==> config.mk <==
export PLATFORM = sky130hd
export DESIGN_NAME = fault_led_diag_filter_config
export DESIGN_NICKNAME = d
export VERILOG_FILES = /design/src/rtl/led_diag_pkg.sv /design/src/rtl/fault_led_diag_filter_config.sv /design/src/rtl/diag_filter.sv
export SDC_FILE = /design/constraint.sdc
export NUM_CORES = 1
export LEC_CHECK = 0
export BUFFER_PORTS_ARGS = -buffer_cell sky130_fd_sc_hd__buf_2
export CAP_MARGIN = 30
export CORE_UTILIZATION = 55
export CTS_BUF_LIST = sky130_fd_sc_hd__clkbuf_8
export CTS_CLUSTER_SIZE = 10
export DETAILED_ROUTE_END_ITERATION = 8
export PLACE_DENSITY = 0.74
export SLEW_MARGIN = 15
export SYNTH_ARGS = -nofsm -noshare
export SYNTH_HDL_FRONTEND = slang
export SYNTH_HIERARCHICAL = 1
export SYNTH_SLANG_ARGS = --single-unit
==> constraint.sdc <==
create_clock -name aclk -period 3.4 [get_ports aclk]
set_clock_uncertainty 0.15 [all_clocks]
set_input_delay 0 -clock aclk [delete_from_list [all_inputs] [get_ports aclk]]
set_output_delay 0 -clock aclk [all_outputs]
set_load 0.05 [all_outputs]
==> src/rtl/led_diag_pkg.sv <==
// constants and register layout for the fault led and diagnostic filter block
package led_diag_pkg;
   // register byte addresses; the config index 0x0a is not word aligned, so it is scaled by four
   localparam logic [7:0] CFG_INDEX      = 8'h0a;
   localparam logic [7:0] CFG_ADDR       = 8'h28;   // 4 * CFG_INDEX
   localparam logic [7:0] OVERRIDE_ADDR  = 8'h00;
   localparam logic [7:0] OVERLOAD_ADDR  = 8'h04;
   localparam logic [7:0] OPEN_WIRE_ADDR = 8'h08;
   localparam logic [7:0] SHORT_ADDR     = 8'h0c;
   localparam logic [7:0] GLOBAL_ADDR    = 8'h10;
   localparam logic [7:0] IRQ_STAT_ADDR  = 8'h14;
   localparam logic [7:0] IRQ_MASK_ADDR  = 8'h18;
   localparam logic [7:0] LED_STAT_ADDR  = 8'h1c;
   // config field positions
   localparam int CL_EN_BIT     = 7;
   localparam int LATCH_EN_BIT  = 6;
   localparam int LONG_BLK_BIT  = 5;
   localparam int FILT_EN_BIT   = 4;
   localparam int MIN_ON_LSB    = 2;
   localparam int STATUS_LED_BIT_SW_BIT   = 1;
   localparam int FAULT_LED_BIT_SW_BIT   = 0;
   localparam logic [7:0] CFG_RESET = 8'h53;
   // timing
   localparam int CLK_HZ        = 10_000_000;
   localparam int BLANK_SHORT_MS = 4;
   localparam int BLANK_LONG_MS  = 8;
   localparam int RT_FILTER_NS   = 68_000;
   localparam int RT_FILTER_CYC  = (RT_FILTER_NS * (CLK_HZ / 1_000_000) + 999) / 1000;
   localparam int MS_CYC         = CLK_HZ / 1000;
   localparam int MIN_ON_UNIT_S  = 1;
   // axi responses
   localparam logic [1:0] RESP_OKAY   = 2'b00;
   localparam logic [1:0] RESP_SLVERR = 2'b10;
endpackage

==> src/rtl/fault_led_diag_filter_config.sv <==
// led source selection, fault latching, diagnostic filtering and led stretch
// Function
// - under internal led control, current-limit lights a fault led only if bit 7 set
// - bit 6 latches overload, open-wire and short fault bits; clear gives live bits
// - global error faults always latch
// - demag and supply-ok faults always latch
// - internal fault led stays on until fault gone and minimum on-time expired
// - blanking 4ms when bit 5 is 0, 8ms when 1
// - bit 5 also selects fault led on-time under internal control
// - bit 4 at 0 gives real-time diagnostics through a 68us filter only
// - bit 4 at 1 (reset) blanks and filters short and open-wire bits
// - internal fault led control forces blanking and filtering on
// - bits 3:2 pick minimum led on-time: none, 1s, 2s, 3s
// - bit 1 picks status leds from line states or override bits
// - bit 0 picks fault leds from diagnostics or override bits
// - internal fault led is the or of all enabled channel diagnostics
`timescale 1ns/1ps
module fault_led_diag_filter_config #(
   parameter int NCH       = 4,
   parameter int MS_CYCLES = led_diag_pkg::MS_CYC,
   parameter int S_CYCLES  = led_diag_pkg::CLK_HZ
) (
   input  wire logic           aclk,
   input  wire logic           aresetn,
   input  wire logic [7:0]     s_axi_awaddr,
   input  wire logic           s_axi_awvalid,
   output logic                s_axi_awready,
   input  wire logic [31:0]    s_axi_wdata,
   input  wire logic [3:0]     s_axi_wstrb,
   input  wire logic           s_axi_wvalid,
   output logic                s_axi_wready,
   output logic [1:0]          s_axi_bresp,
   output logic                s_axi_bvalid,
   input  wire logic           s_axi_bready,
   input  wire logic [7:0]     s_axi_araddr,
   input  wire logic           s_axi_arvalid,
   output logic                s_axi_arready,
   output logic [31:0]         s_axi_rdata,
   output logic [1:0]          s_axi_rresp,
   output logic                s_axi_rvalid,
   input  wire logic           s_axi_rready,
   input  wire logic [NCH-1:0] channel_line,
   input  wire logic [NCH-1:0] demag_fault,
   input  wire logic [NCH-1:0] short_to_supply_fault,
   input  wire logic [NCH-1:0] supply_overvoltage_fault,
   input  wire logic [NCH-1:0] open_wire_off_fault,
   input  wire logic [NCH-1:0] above_supply_fault,
   input  wire logic [NCH-1:0] current_limit_fault,
   input  wire logic [NCH-1:0] overload_fault,
   input  wire logic [NCH-1:0] channel_supply_ok_fault,
   input  wire logic [7:0]     global_fault,
   output logic [NCH-1:0]      status_led,
   output logic [NCH-1:0]      fault_led,
   output logic                irq
);
   localparam int CW  = 32;
   localparam int NIN = 9 * NCH + 8;

   typedef struct packed {
      logic [NIN-1:0]  s1;
      logic [NIN-1:0]  s2;
      logic [7:0]      cfg;
      logic [7:0]      override;
      logic [NCH-1:0]  ovl_lat;
      logic [NCH-1:0]  ow_lat;
      logic [NCH-1:0]  sh_lat;
      logic [NCH-1:0]  demag_lat;
      logic [NCH-1:0]  vok_lat;
      logic [7:0]      glob_lat;
      logic [NCH-1:0]  fault_led_bit_on;
      logic [NCH*CW-1:0] hold;
      logic [2:0]      irq_stat;
      logic [2:0]      irq_mask;
      logic            aw_got;
      logic            w_got;
      logic [7:0]      awaddr;
      logic [31:0]     wdata;
      logic [3:0]      wstrb;
      logic            bvalid;
      logic [1:0]      bresp;
      logic            rvalid;
      logic [31:0]     rdata;
      logic [1:0]      rresp;
      logic [NCH-1:0]  status_led_bit_o;
      logic [NCH-1:0]  fault_led_bit_o;
      logic            irq_o;
   } state_t;
   state_t st_reg, st_next;

   // synchronised diagnostic views
   logic [NCH-1:0] line_s, demag_s, short_s, ov_s, ow_s, above_s, cl_s, ovl_s, vok_s;
   logic [7:0]     glob_s;
   assign {line_s, demag_s, short_s, ov_s, ow_s, above_s, cl_s, ovl_s, vok_s, glob_s} =
      st_reg.s2;

   logic           internal_led;
   logic           blank_mode;
   logic [CW-1:0]  blank_cyc;
   logic [NCH-1:0] ow_f, short_f;
   assign internal_led = !st_reg.cfg[led_diag_pkg::FAULT_LED_BIT_SW_BIT];
   assign blank_mode   = st_reg.cfg[led_diag_pkg::FILT_EN_BIT] || internal_led;
   // blanking length from the long select bit
   assign blank_cyc = st_reg.cfg[led_diag_pkg::LONG_BLK_BIT] ?
      CW'(led_diag_pkg::BLANK_LONG_MS * MS_CYCLES) :
      CW'(led_diag_pkg::BLANK_SHORT_MS * MS_CYCLES);

   // open-wire and short filters per channel; both use the 68us real-time limit when not blanking
   genvar g;
   generate
      for (g = 0; g < NCH; g++) begin : g_ch
         diag_filter #(.RT_CYC(led_diag_pkg::RT_FILTER_CYC), .CW(CW)) u_ow (
            .aclk       (aclk),
            .aresetn    (aresetn),
            .raw        (ow_s[g]),
            .blank_mode (blank_mode),
            .blank_cyc  (blank_cyc),
            .filtered   (ow_f[g])
         );
         diag_filter #(.RT_CYC(led_diag_pkg::RT_FILTER_CYC), .CW(CW)) u_sh (
            .aclk       (aclk),
            .aresetn    (aresetn),
            .raw        (short_s[g]),
            .blank_mode (blank_mode),
            .blank_cyc  (blank_cyc),
            .filtered   (short_f[g])
         );
      end
   endgenerate

   // minimum on-time in cycles; long select doubles it under internal control
   function automatic logic [CW-1:0] min_on(input logic [1:0] sel, input logic lng);
      logic [CW-1:0] c;
      c = CW'(sel) * CW'(led_diag_pkg::MIN_ON_UNIT_S * S_CYCLES);
      return lng ? (c << 1) : c;
   endfunction

   // byte-lane merge for writes to an 8-bit register
   function automatic logic [7:0] merge8(input logic [7:0] old, input logic [31:0] d,
                                         input logic [3:0] be);
      return be[0] ? d[7:0] : old;
   endfunction

   always_comb begin
      logic [NCH-1:0] ind;
      logic [NCH-1:0] rd_ovl, rd_ow, rd_sh, rd_vok;
      logic           rd_glob, rd_stat, wr_go, ar_go;
      logic [2:0]     ev;
      logic [CW-1:0]  cnt;
      logic [31:0]    rv;
      logic           hit;
      ind = '0; rd_ovl = '0; rd_ow = '0; rd_sh = '0; rd_vok = '0;
      rd_glob = 1'b0; rd_stat = 1'b0; ev = '0; cnt = '0; rv = '0; hit = 1'b1;
      wr_go = 1'b0;
      ar_go = 1'b0;
      st_next = st_reg;
      // two-stage synchroniser for the pins and detector levels
      st_next.s1 = {channel_line, demag_fault, short_to_supply_fault,
                    supply_overvoltage_fault, open_wire_off_fault, above_supply_fault,
                    current_limit_fault, overload_fault, channel_supply_ok_fault,
                    global_fault};
      st_next.s2 = st_reg.s1;

      // axi write: address and data taken in either order
      if (s_axi_awvalid && !st_reg.aw_got && !st_reg.bvalid) begin
         st_next.aw_got = 1'b1;
         st_next.awaddr = s_axi_awaddr;
      end
      if (s_axi_wvalid && !st_reg.w_got && !st_reg.bvalid) begin
         st_next.w_got = 1'b1;
         st_next.wdata = s_axi_wdata;
         st_next.wstrb = s_axi_wstrb;
      end
      wr_go = st_reg.aw_got && st_reg.w_got;
      if (wr_go) begin
         st_next.aw_got = 1'b0;
         st_next.w_got  = 1'b0;
         st_next.bvalid = 1'b1;
         st_next.bresp  = led_diag_pkg::RESP_OKAY;
         unique case (st_reg.awaddr)
            led_diag_pkg::CFG_ADDR:
               st_next.cfg = merge8(st_reg.cfg, st_reg.wdata, st_reg.wstrb);
            led_diag_pkg::OVERRIDE_ADDR:
               st_next.override = merge8(st_reg.override, st_reg.wdata, st_reg.wstrb);
            led_diag_pkg::IRQ_MASK_ADDR:
               st_next.irq_mask = st_reg.wstrb[0] ? st_reg.wdata[2:0] : st_reg.irq_mask;
            default: st_next.bresp = led_diag_pkg::RESP_SLVERR;
         endcase
      end
      if (st_reg.bvalid && s_axi_bready) begin
         st_next.bvalid = 1'b0;
      end

      // axi read: data returned one cycle after the address is taken
      ar_go = s_axi_arvalid && !st_reg.rvalid;
      if (ar_go) begin
         unique case (s_axi_araddr)
            led_diag_pkg::CFG_ADDR:       rv = {24'h0, st_reg.cfg};
            led_diag_pkg::OVERRIDE_ADDR:  rv = {24'h0, st_reg.override};
            led_diag_pkg::OVERLOAD_ADDR: begin
               rv = 32'(st_reg.ovl_lat);
               rd_ovl = '1;
            end
            led_diag_pkg::OPEN_WIRE_ADDR: begin
               rv = 32'({st_reg.sh_lat, st_reg.ow_lat});
               rd_ow = '1;
            end
            led_diag_pkg::SHORT_ADDR: begin
               rv = 32'({st_reg.vok_lat, st_reg.demag_lat});
               rd_sh = '1;
               rd_vok = '1;
            end
            led_diag_pkg::GLOBAL_ADDR: begin
               rv = {24'h0, st_reg.glob_lat};
               rd_glob = 1'b1;
            end
            led_diag_pkg::IRQ_STAT_ADDR: begin
               rv = 32'(st_reg.irq_stat);
               rd_stat = 1'b1;
            end
            led_diag_pkg::IRQ_MASK_ADDR: rv = 32'(st_reg.irq_mask);
            led_diag_pkg::LED_STAT_ADDR: rv = 32'({st_reg.fault_led_bit_o, st_reg.status_led_bit_o});
            default: hit = 1'b0;
         endcase
         st_next.rvalid = 1'b1;
         st_next.rdata  = rv;
         st_next.rresp  = hit ? led_diag_pkg::RESP_OKAY : led_diag_pkg::RESP_SLVERR;
      end
      if (st_reg.rvalid && s_axi_rready) begin
         st_next.rvalid = 1'b0;
      end

      // latched fault bits; overload, open-wire and short go live when latching is off; read clears only
      // bits whose condition is gone, and a present condition keeps them set
      if (st_reg.cfg[led_diag_pkg::LATCH_EN_BIT]) begin
         st_next.ovl_lat = ovl_s | (st_reg.ovl_lat & ~rd_ovl);
         st_next.ow_lat  = ow_f | (st_reg.ow_lat & ~rd_ow);
         st_next.sh_lat  = short_f | (st_reg.sh_lat & ~rd_ow);
      end else begin
         st_next.ovl_lat = ovl_s;
         st_next.ow_lat  = ow_f;
         st_next.sh_lat  = short_f;
      end
      st_next.demag_lat = demag_s | (st_reg.demag_lat & ~rd_sh);
      st_next.vok_lat   = vok_s | (st_reg.vok_lat & ~rd_vok);
      st_next.glob_lat  = glob_s | (st_reg.glob_lat & ~{8{rd_glob}});

      // internal fault indication per channel, then stretch
      for (int i = 0; i < NCH; i++) begin
         ind[i] = demag_s[i] | short_f[i] | ov_s[i] | ow_f[i] | above_s[i] |
                  (cl_s[i] & st_reg.cfg[led_diag_pkg::CL_EN_BIT]) |
                  ovl_s[i] | vok_s[i];
         cnt = st_reg.hold[i*CW +: CW];
         if (ind[i]) begin
            st_next.fault_led_bit_on[i]      = 1'b1;
            st_next.hold[i*CW +: CW] = min_on(st_reg.cfg[led_diag_pkg::MIN_ON_LSB +: 2],
                                              st_reg.cfg[led_diag_pkg::LONG_BLK_BIT]);
         end else if (cnt != '0) begin
            st_next.hold[i*CW +: CW] = cnt - 1'b1;
         end else begin
            st_next.fault_led_bit_on[i] = 1'b0;
         end
      end

      // leds: software override or internal sources
      st_next.status_led_bit_o = st_reg.cfg[led_diag_pkg::STATUS_LED_BIT_SW_BIT] ?
         st_reg.override[NCH-1:0] : line_s;
      st_next.fault_led_bit_o = internal_led ? st_reg.fault_led_bit_on :
         st_reg.override[2*NCH-1:NCH];

      // events: new latched overload, open/short, global; set beats read clear
      ev[0] = |(st_next.ovl_lat & ~st_reg.ovl_lat);
      ev[1] = |((st_next.ow_lat & ~st_reg.ow_lat) | (st_next.sh_lat & ~st_reg.sh_lat));
      ev[2] = |(st_next.glob_lat & ~st_reg.glob_lat);
      st_next.irq_stat = ev | (st_reg.irq_stat & ~{3{rd_stat}});
      st_next.irq_o    = |(st_next.irq_stat & st_reg.irq_mask);
   end

   always_ff @(posedge aclk) begin
      if (!aresetn) begin
         st_reg     <= '0;
         st_reg.cfg <= led_diag_pkg::CFG_RESET;
      end else begin
         st_reg <= st_next;
      end
   end

   assign s_axi_awready = !st_reg.aw_got && !st_reg.bvalid;
   assign s_axi_wready  = !st_reg.w_got && !st_reg.bvalid;
   assign s_axi_bvalid  = st_reg.bvalid;
   assign s_axi_bresp   = st_reg.bresp;
   assign s_axi_arready = !st_reg.rvalid;
   assign s_axi_rvalid  = st_reg.rvalid;
   assign s_axi_rdata   = st_reg.rdata;
   assign s_axi_rresp   = st_reg.rresp;
   assign status_led    = st_reg.status_led_bit_o;
   assign fault_led     = st_reg.fault_led_bit_o;
   assign irq           = st_reg.irq_o;
endmodule

==> src/rtl/diag_filter.sv <==
// one channel's blanking and real-time filter for an off-state diagnostic
`timescale 1ns/1ps
module diag_filter #(
   parameter int RT_CYC = 680,
   parameter int CW     = 20
) (
   input  wire logic          aclk,
   input  wire logic          aresetn,
   input  wire logic          raw,
   input  wire logic          blank_mode,
   input  wire logic [CW-1:0] blank_cyc,
   output logic               filtered
);
   typedef struct packed {
      logic [CW-1:0] count;
      logic          out;
   } filt_t;
   filt_t st_reg, st_next;

   // output follows raw once raw has been steady for the selected time;
   // a glitch restarts the count so short spikes never reach the fault bit
   always_comb begin
      logic [CW-1:0] lim;
      lim = blank_mode ? blank_cyc : CW'(RT_CYC);
      st_next = st_reg;
      if (raw == st_reg.out) begin
         st_next.count = '0;
      end else if (st_reg.count + 1'b1 >= lim) begin
         st_next.out   = raw;
         st_next.count = '0;
      end else begin
         st_next.count = st_reg.count + 1'b1;
      end
   end

   always_ff @(posedge aclk) begin
      if (!aresetn) begin
         st_reg <= '0;
      end else begin
         st_reg <= st_next;
      end
   end
   assign filtered = st_reg.out;
endmodule

### Word-level counts from Yosys, hierarchy flattened

Index checks and enable logic that the tools add are counted.

* register bits: 600
* bits of input ports: 103
* output and inout bits: 50
* logic and storage cells: 253

* add/sub/neg operators: 12
* multipliers: 1
* $lt $le $gt $ge: 8
* eq/ne operators: 22
* multiplexer cells: 37
* bitwise operators: 70
* reduce and logical (&&, ||, !) cells: 54

Operator list (number)
* $add A32 B1 Y32 const B: 8
* $ge A32 B32 Y1: 8
* $mux W32: 8
* $reduce_bool A32 Y1: 4
* $sub A32 B1 Y32 const B: 4
* $pmux W8 S9: 1
* $eq A8 B5 Y1 const B: 5
* $mux W17: 2
* $and A4 B4 Y4: 8
* $mux W4: 8
* $reduce_or A3 Y1: 10
* $or A1 B1 Y1: 28
* $mux W27: 1
* $not A4 Y4: 6
* $or A4 B4 Y4: 6
* $mul A2 B17 Y19 const B: 1
* $and A8 B8 Y8: 2
* $eq A8 B4 Y1 const B: 2
* $eq A8 B6 Y1 const B: 2
* $logic_not A8 Y1: 2
* $not A8 Y8: 2
* $reduce_and A2 Y1: 8
* $mux W1: 14
* $mux W12: 1
* other kinds (19): 63

### Longest topological paths before layout

* depth in word-level cells: 13
* mapped depth: 15
* gate-level depth less buffers: 12

### Modules after synthesis

Netlist, hierarchy kept.

By module, submodules not included
* diag_filter: times used 8, cells each 273, area an instance 2332.2 sq um, sequential area each 660.6 sq um
* fault_led_diag_filter_config: times used 1, cells each 1541, area an instance 13549.2 sq um, sequential area each 6206.0 sq um

### Worst setup path after synthesis

OpenSTA, ideal clock, no wires.

* path kind: flip-flop to flip-flop
* from: register st_reg[267] (netlist name)
* to: register g_ch[0].u_ow/st_reg[10] (netlist name)
* library setup time: 0.118 ns
* arrival time: 3.228 ns
* data required time: 3.132 ns
* path slack: -0.096 ns
* stages on the path, launching flop included: 13
* buffers on the path: 3
* period minus slack after synthesis: 3.496 ns
* path through: dfxtp_1 clkbuf_1 nand2b_1 clkbuf_1 nand2_1 ha_1 nand4_1 or3_1 a2111oi_0 o41ai_2 nand4_1 buf_2 nor2b_1

RTL lines
* to (signal assigned): line diag_filter.sv:40 `st_reg <= st_next;`
* to (decl): line diag_filter.sv:18 `filt_t st_reg, st_next;`

### Worst setup path in the final report

* from: register g_ch[0].u_sh/st_reg[19] (netlist name)
* to: register g_ch[0].u_sh/st_reg[28] (netlist name)

* longest elaborated chain between the ends: 3

Ends and longest elaborated chain
* from (decl): line diag_filter.sv:18
* from (signal assigned): line diag_filter.sv:40
* $add A32 B1 Y32 *: line diag_filter.sv:28, diag_filter.sv:32
* $ge A32 B32 Y1: line diag_filter.sv:28 `end else if (st_reg.count + 1'b1 >= lim) begin`
* $reduce_or A3 Y1 (no source line)

Mark *: on every way between the ends. The rest lies on a longest branch, timed or not.
A chain may end at the register's enable or synchronous reset.

==> out/results.ini <==
[job]
max_cap_viol_count = 0

[timing]
finalHoldViolations = 0
post-route-period-util = 1.045
timing_max_transition_violations_final = 0
timing_worst_slew_pin_value_ns = 0.8900
achievable-frequency_ghz = 0.2815
post-route-worst-setup-slack_ns = -0.1525
final.min_clock_period_ns = 3.552
setup_viol = 93
timing.slew.headroom = 0.3913
rsz0062_at_grt = yes

[grt]
grt_overflow = 0
grt_start_max_net_pins = 50
gr-usage-all-layers = 0.2769
grt_pass1_vias = 28479
antenna_found_initial = 2
global_route_wire_length_before_repair_mm = 137.3

[power]
seq_power_share = 0.403
p_leak_uw = 0.01910
pwr-share-comb = 0.253
power.switching_uw = 6229
clock_power_share = 0.344
power_density_nw_per_um2 = 442.5
switching_share = 0.3323
internal_power_uw = 12520
vdd_ir_drop_max_mv = 0.5611

[route]
firstDrtPassIters = 5
drt-initial-drc-count = 1989
detail-route-antenna-nets = 0
vias = 29606
wl_per_cell_um = 16.59
postRouteWirelength_mm = 89.09
vias_per_cell = 5.512
detail_route.drc_violations = 0

[clock_network]
clockRootBuffer = sky130_fd_sc_hd__clkbuf_8
cts.clk_slew.worst_paths_ns = 0.07
clk_latency_ns = 0.74
clock_path_buffers = 3
clock_sinks = 574
cts_tree = done
clock_tree.htree_level_count = 3
cts_inserted_buffers = 96

[cells_and_area]
area_growth_syn_to_layout_pct = 31.54
finish.net_count = 4905
final_layout_size_suffix_gt1_frac = 0.2050
final_cell_area_um2 = 42370
largest_register_ffs = 205
final_cell_mix = sky130_fd_sc_hd__dfxtp_1, sky130_fd_sc_hd__nand2_1, sky130_fd_sc_hd__buf_4, sky130_fd_sc_hd__ha_1, sky130_fd_sc_hd__conb_1
layout_commonest_cell = sky130_fd_sc_hd__dfxtp_1
layout_fillers = 3947

[floorplan]
core_region_area_um2 = 57810
fp.dieW_um = 244.0
initial_core_util = 0.5572
die_y_um = 244.0
area_of_the_die_um2 = 59530
rows = 88
i_o_pin_count = 153

[status]
outcome = finished, violations left
violations = negative setup slack

[hold_path]
timing.hold.worst_endpoint = st_reg[268]
min_from = aresetn
hp-class = in -> reg
worstHoldPathCells = 3

[placement]
gp_congestion = 0.9157
place_worst_setup_slack_ns = -0.3008
placed_cell_area_um2 = 35800
io_buffers = 99
place.detailed.hpwl_mm = 55.62

[critical_path]
worst_flop_to_flop_path_endpoint = g_ch[0].u_sh/st_reg[28]
worst-r2r-setup-slack_ns = -0.15
crit_path_max_fanout = 7
critical_path.startpoint_type = flip-flop
regToRegStartpoint = g_ch[0].u_sh/st_reg[19]
worst-endpoint-arrival_ns = 4.02
worstSetupEndpointType = flip-flop
setup.worst_path.class = reg -> reg
ff2ff_path_depth = 15
cp.required_ns = 3.86

[synthesis]
yosysUniqueCellTypes = 76
synth_seq_area_share = 0.3568
synthesized_cell_area_um2 = 32210
yosysWarnings = 6
postSynthRegisterBits = 574
synthCells = 3725
number_of_synthesized_flops_with_an_enable_pin = 0
postSynth.topFlopCell = sky130_fd_sc_hd__dfxtp_1
postSynthAreaPerCell_um2 = 8.646
async_flop_share = 0

cell usage after synthesis, drive strengths merged, types with 6 or more instances:
cell type	count	area share
clkbuf	106	0.012
o311ai	7	0.0019
nand3b	8	0.0019
nand4b	6	0.0016
a2111oi	16	0.0044
mux2i	40	0.012
a21oi	194	0.030
nand4	86	0.017
nor3	51	0.011
o31ai	31	0.0072
o21ai	112	0.017
and3	58	0.013
nor2	210	0.024
and4	77	0.021
a21o	17	0.0040
a31oi	21	0.0041
and2	118	0.023
xnor2	170	0.046
a211oi	10	0.0023
o22ai	24	0.0047
inv	64	0.0075
or4b	6	0.0019
nor2b	276	0.054
or2	11	0.0021
ha	271	0.11
buf	91	0.020
o41ai	15	0.0059
nor4b	8	0.0022
a221oi	19	0.0052
xor2	134	0.038
or4	55	0.013
o21a	25	0.0058
dfxtp	574	0.36
a41o	9	0.0028
nand3	131	0.020
or3b	10	0.0027
nor4	42	0.0092
nand2b	26	0.0051
nand2	495	0.058
or3	54	0.011
critical path, stage by stage, from the launching register on:
cell,delay (ns)
sky130_fd_sc_hd__dfxtp_1,0.34
sky130_fd_sc_hd__and4_1,0.24
sky130_fd_sc_hd__nand4_1,0.16
sky130_fd_sc_hd__buf_4,0.19
sky130_fd_sc_hd__nor4_4,0.26
sky130_fd_sc_hd__buf_4,0.18
sky130_fd_sc_hd__and4_4,0.23
sky130_fd_sc_hd__xor2_2,0.16
sky130_fd_sc_hd__ha_1,0.26
sky130_fd_sc_hd__and4_4,0.16
sky130_fd_sc_hd__a221oi_2,0.27
sky130_fd_sc_hd__o21a_1,0.22
sky130_fd_sc_hd__nand4_1,0.19
sky130_fd_sc_hd__buf_6,0.20
sky130_fd_sc_hd__clkbuf_16,0.16
sky130_fd_sc_hd__nor2b_1,0.11
how the worst max path moves through the flow:
stage	startpoint	endpoint	slack, ns	depth (start not counted)
detailed placement	g_ch[0].u_sh/st_reg[5]	g_ch[0].u_sh/st_reg[19]	-0.30	15
CTS	g_ch[1].u_ow/st_reg[1]	g_ch[1].u_ow/st_reg[12]	0.00008	14
floorplan	g_ch[0].u_ow/st_reg[3]	g_ch[0].u_ow/st_reg[10]	0.12	15
global route	g_ch[0].u_sh/st_reg[13]	g_ch[0].u_sh/st_reg[28]	-0.28	15
finish	g_ch[0].u_sh/st_reg[19]	g_ch[0].u_sh/st_reg[28]	-0.15	15
global placement	g_ch[0].u_sh/st_reg[5]	g_ch[0].u_sh/st_reg[21]	-0.36	15
power by group through the flow:
stage	sequential, uW	combinational (uW)	clock [uW]
after floorplan	7560	3320	0
after global placement	7660	4200	0
after detailed placement	7660	4250	0
after CTS	7520	4510	6490
after global routing	7600	5210	6840
final	7560	4750	6440
repair_timing:
action                     CTS  global route
setup endpoints to repair  262           264
gates cloned                 5            14
setup buffers               12            40
hold buffers               226             0
hold endpoints to repair   237             0
gates resized for setup     85           287
pin swaps                   23           117
per-stage QoR:
step | cells | util | setup TNS, ns | hold slack, ns | total power [uW]
floorplan | 3957 | - | 0 | -0.04994 | 10880
global placement | 4910 | 0.6193 | -20.64 | 0.03630 | 11860
detailed placement | 4910 | 0.6193 | -26.94 | 0.04348 | 11910
CTS | 5324 | 0.7034 | 0 | 0.09829 | 18530
global route | 5371 | 0.7329 | -33.12 | 0.1560 | 19650
finish | 5371 | 0.7329 | -6.665 | 0.1620 | 18750
routing by layer:
metal,vias to the layer above,track usage,routed length [um],part of all wire
met4,0,0.1066,3019,0.034
met2,930,0.4753,43010,0.48
met3,249,0.05279,5161,0.058
met5,-,0,0,0
li1,14477,-,-,-
met1,13950,0.3413,37900,0.43
cells by family (layout without fill, tap and decap cells):
family,after synthesis,count (layout),share of synthesized area
AO/OA/AOI/OAI,531,531,0.1043
flip-flops,574,574,0.3568
XOR/XNOR,304,304,0.08453
buffers and inverters,261,909,0.03943
other,2,235,0.0002332
multiplexers,49,49,0.01698
AND/OR/NAND/NOR,1733,1733,0.2925
adder cells (fa/ha/maj),271,271,0.1053
final cells by class:
cell class                 instances  area (um^2)  share of cell area
tap                              765        957.2             0.02259
clock inverter                    53        375.4            0.008860
inverter                          64        240.2            0.005670
clock buffer                     119         1638             0.03866
multi-input combinational       3122        21760              0.5136
antenna                            1        2.502          0.00005907
sequential                       574        11550              0.2727
timing repair buffer             673         5838              0.1378
No activity file was read; power rests on OpenSTA's default activity.
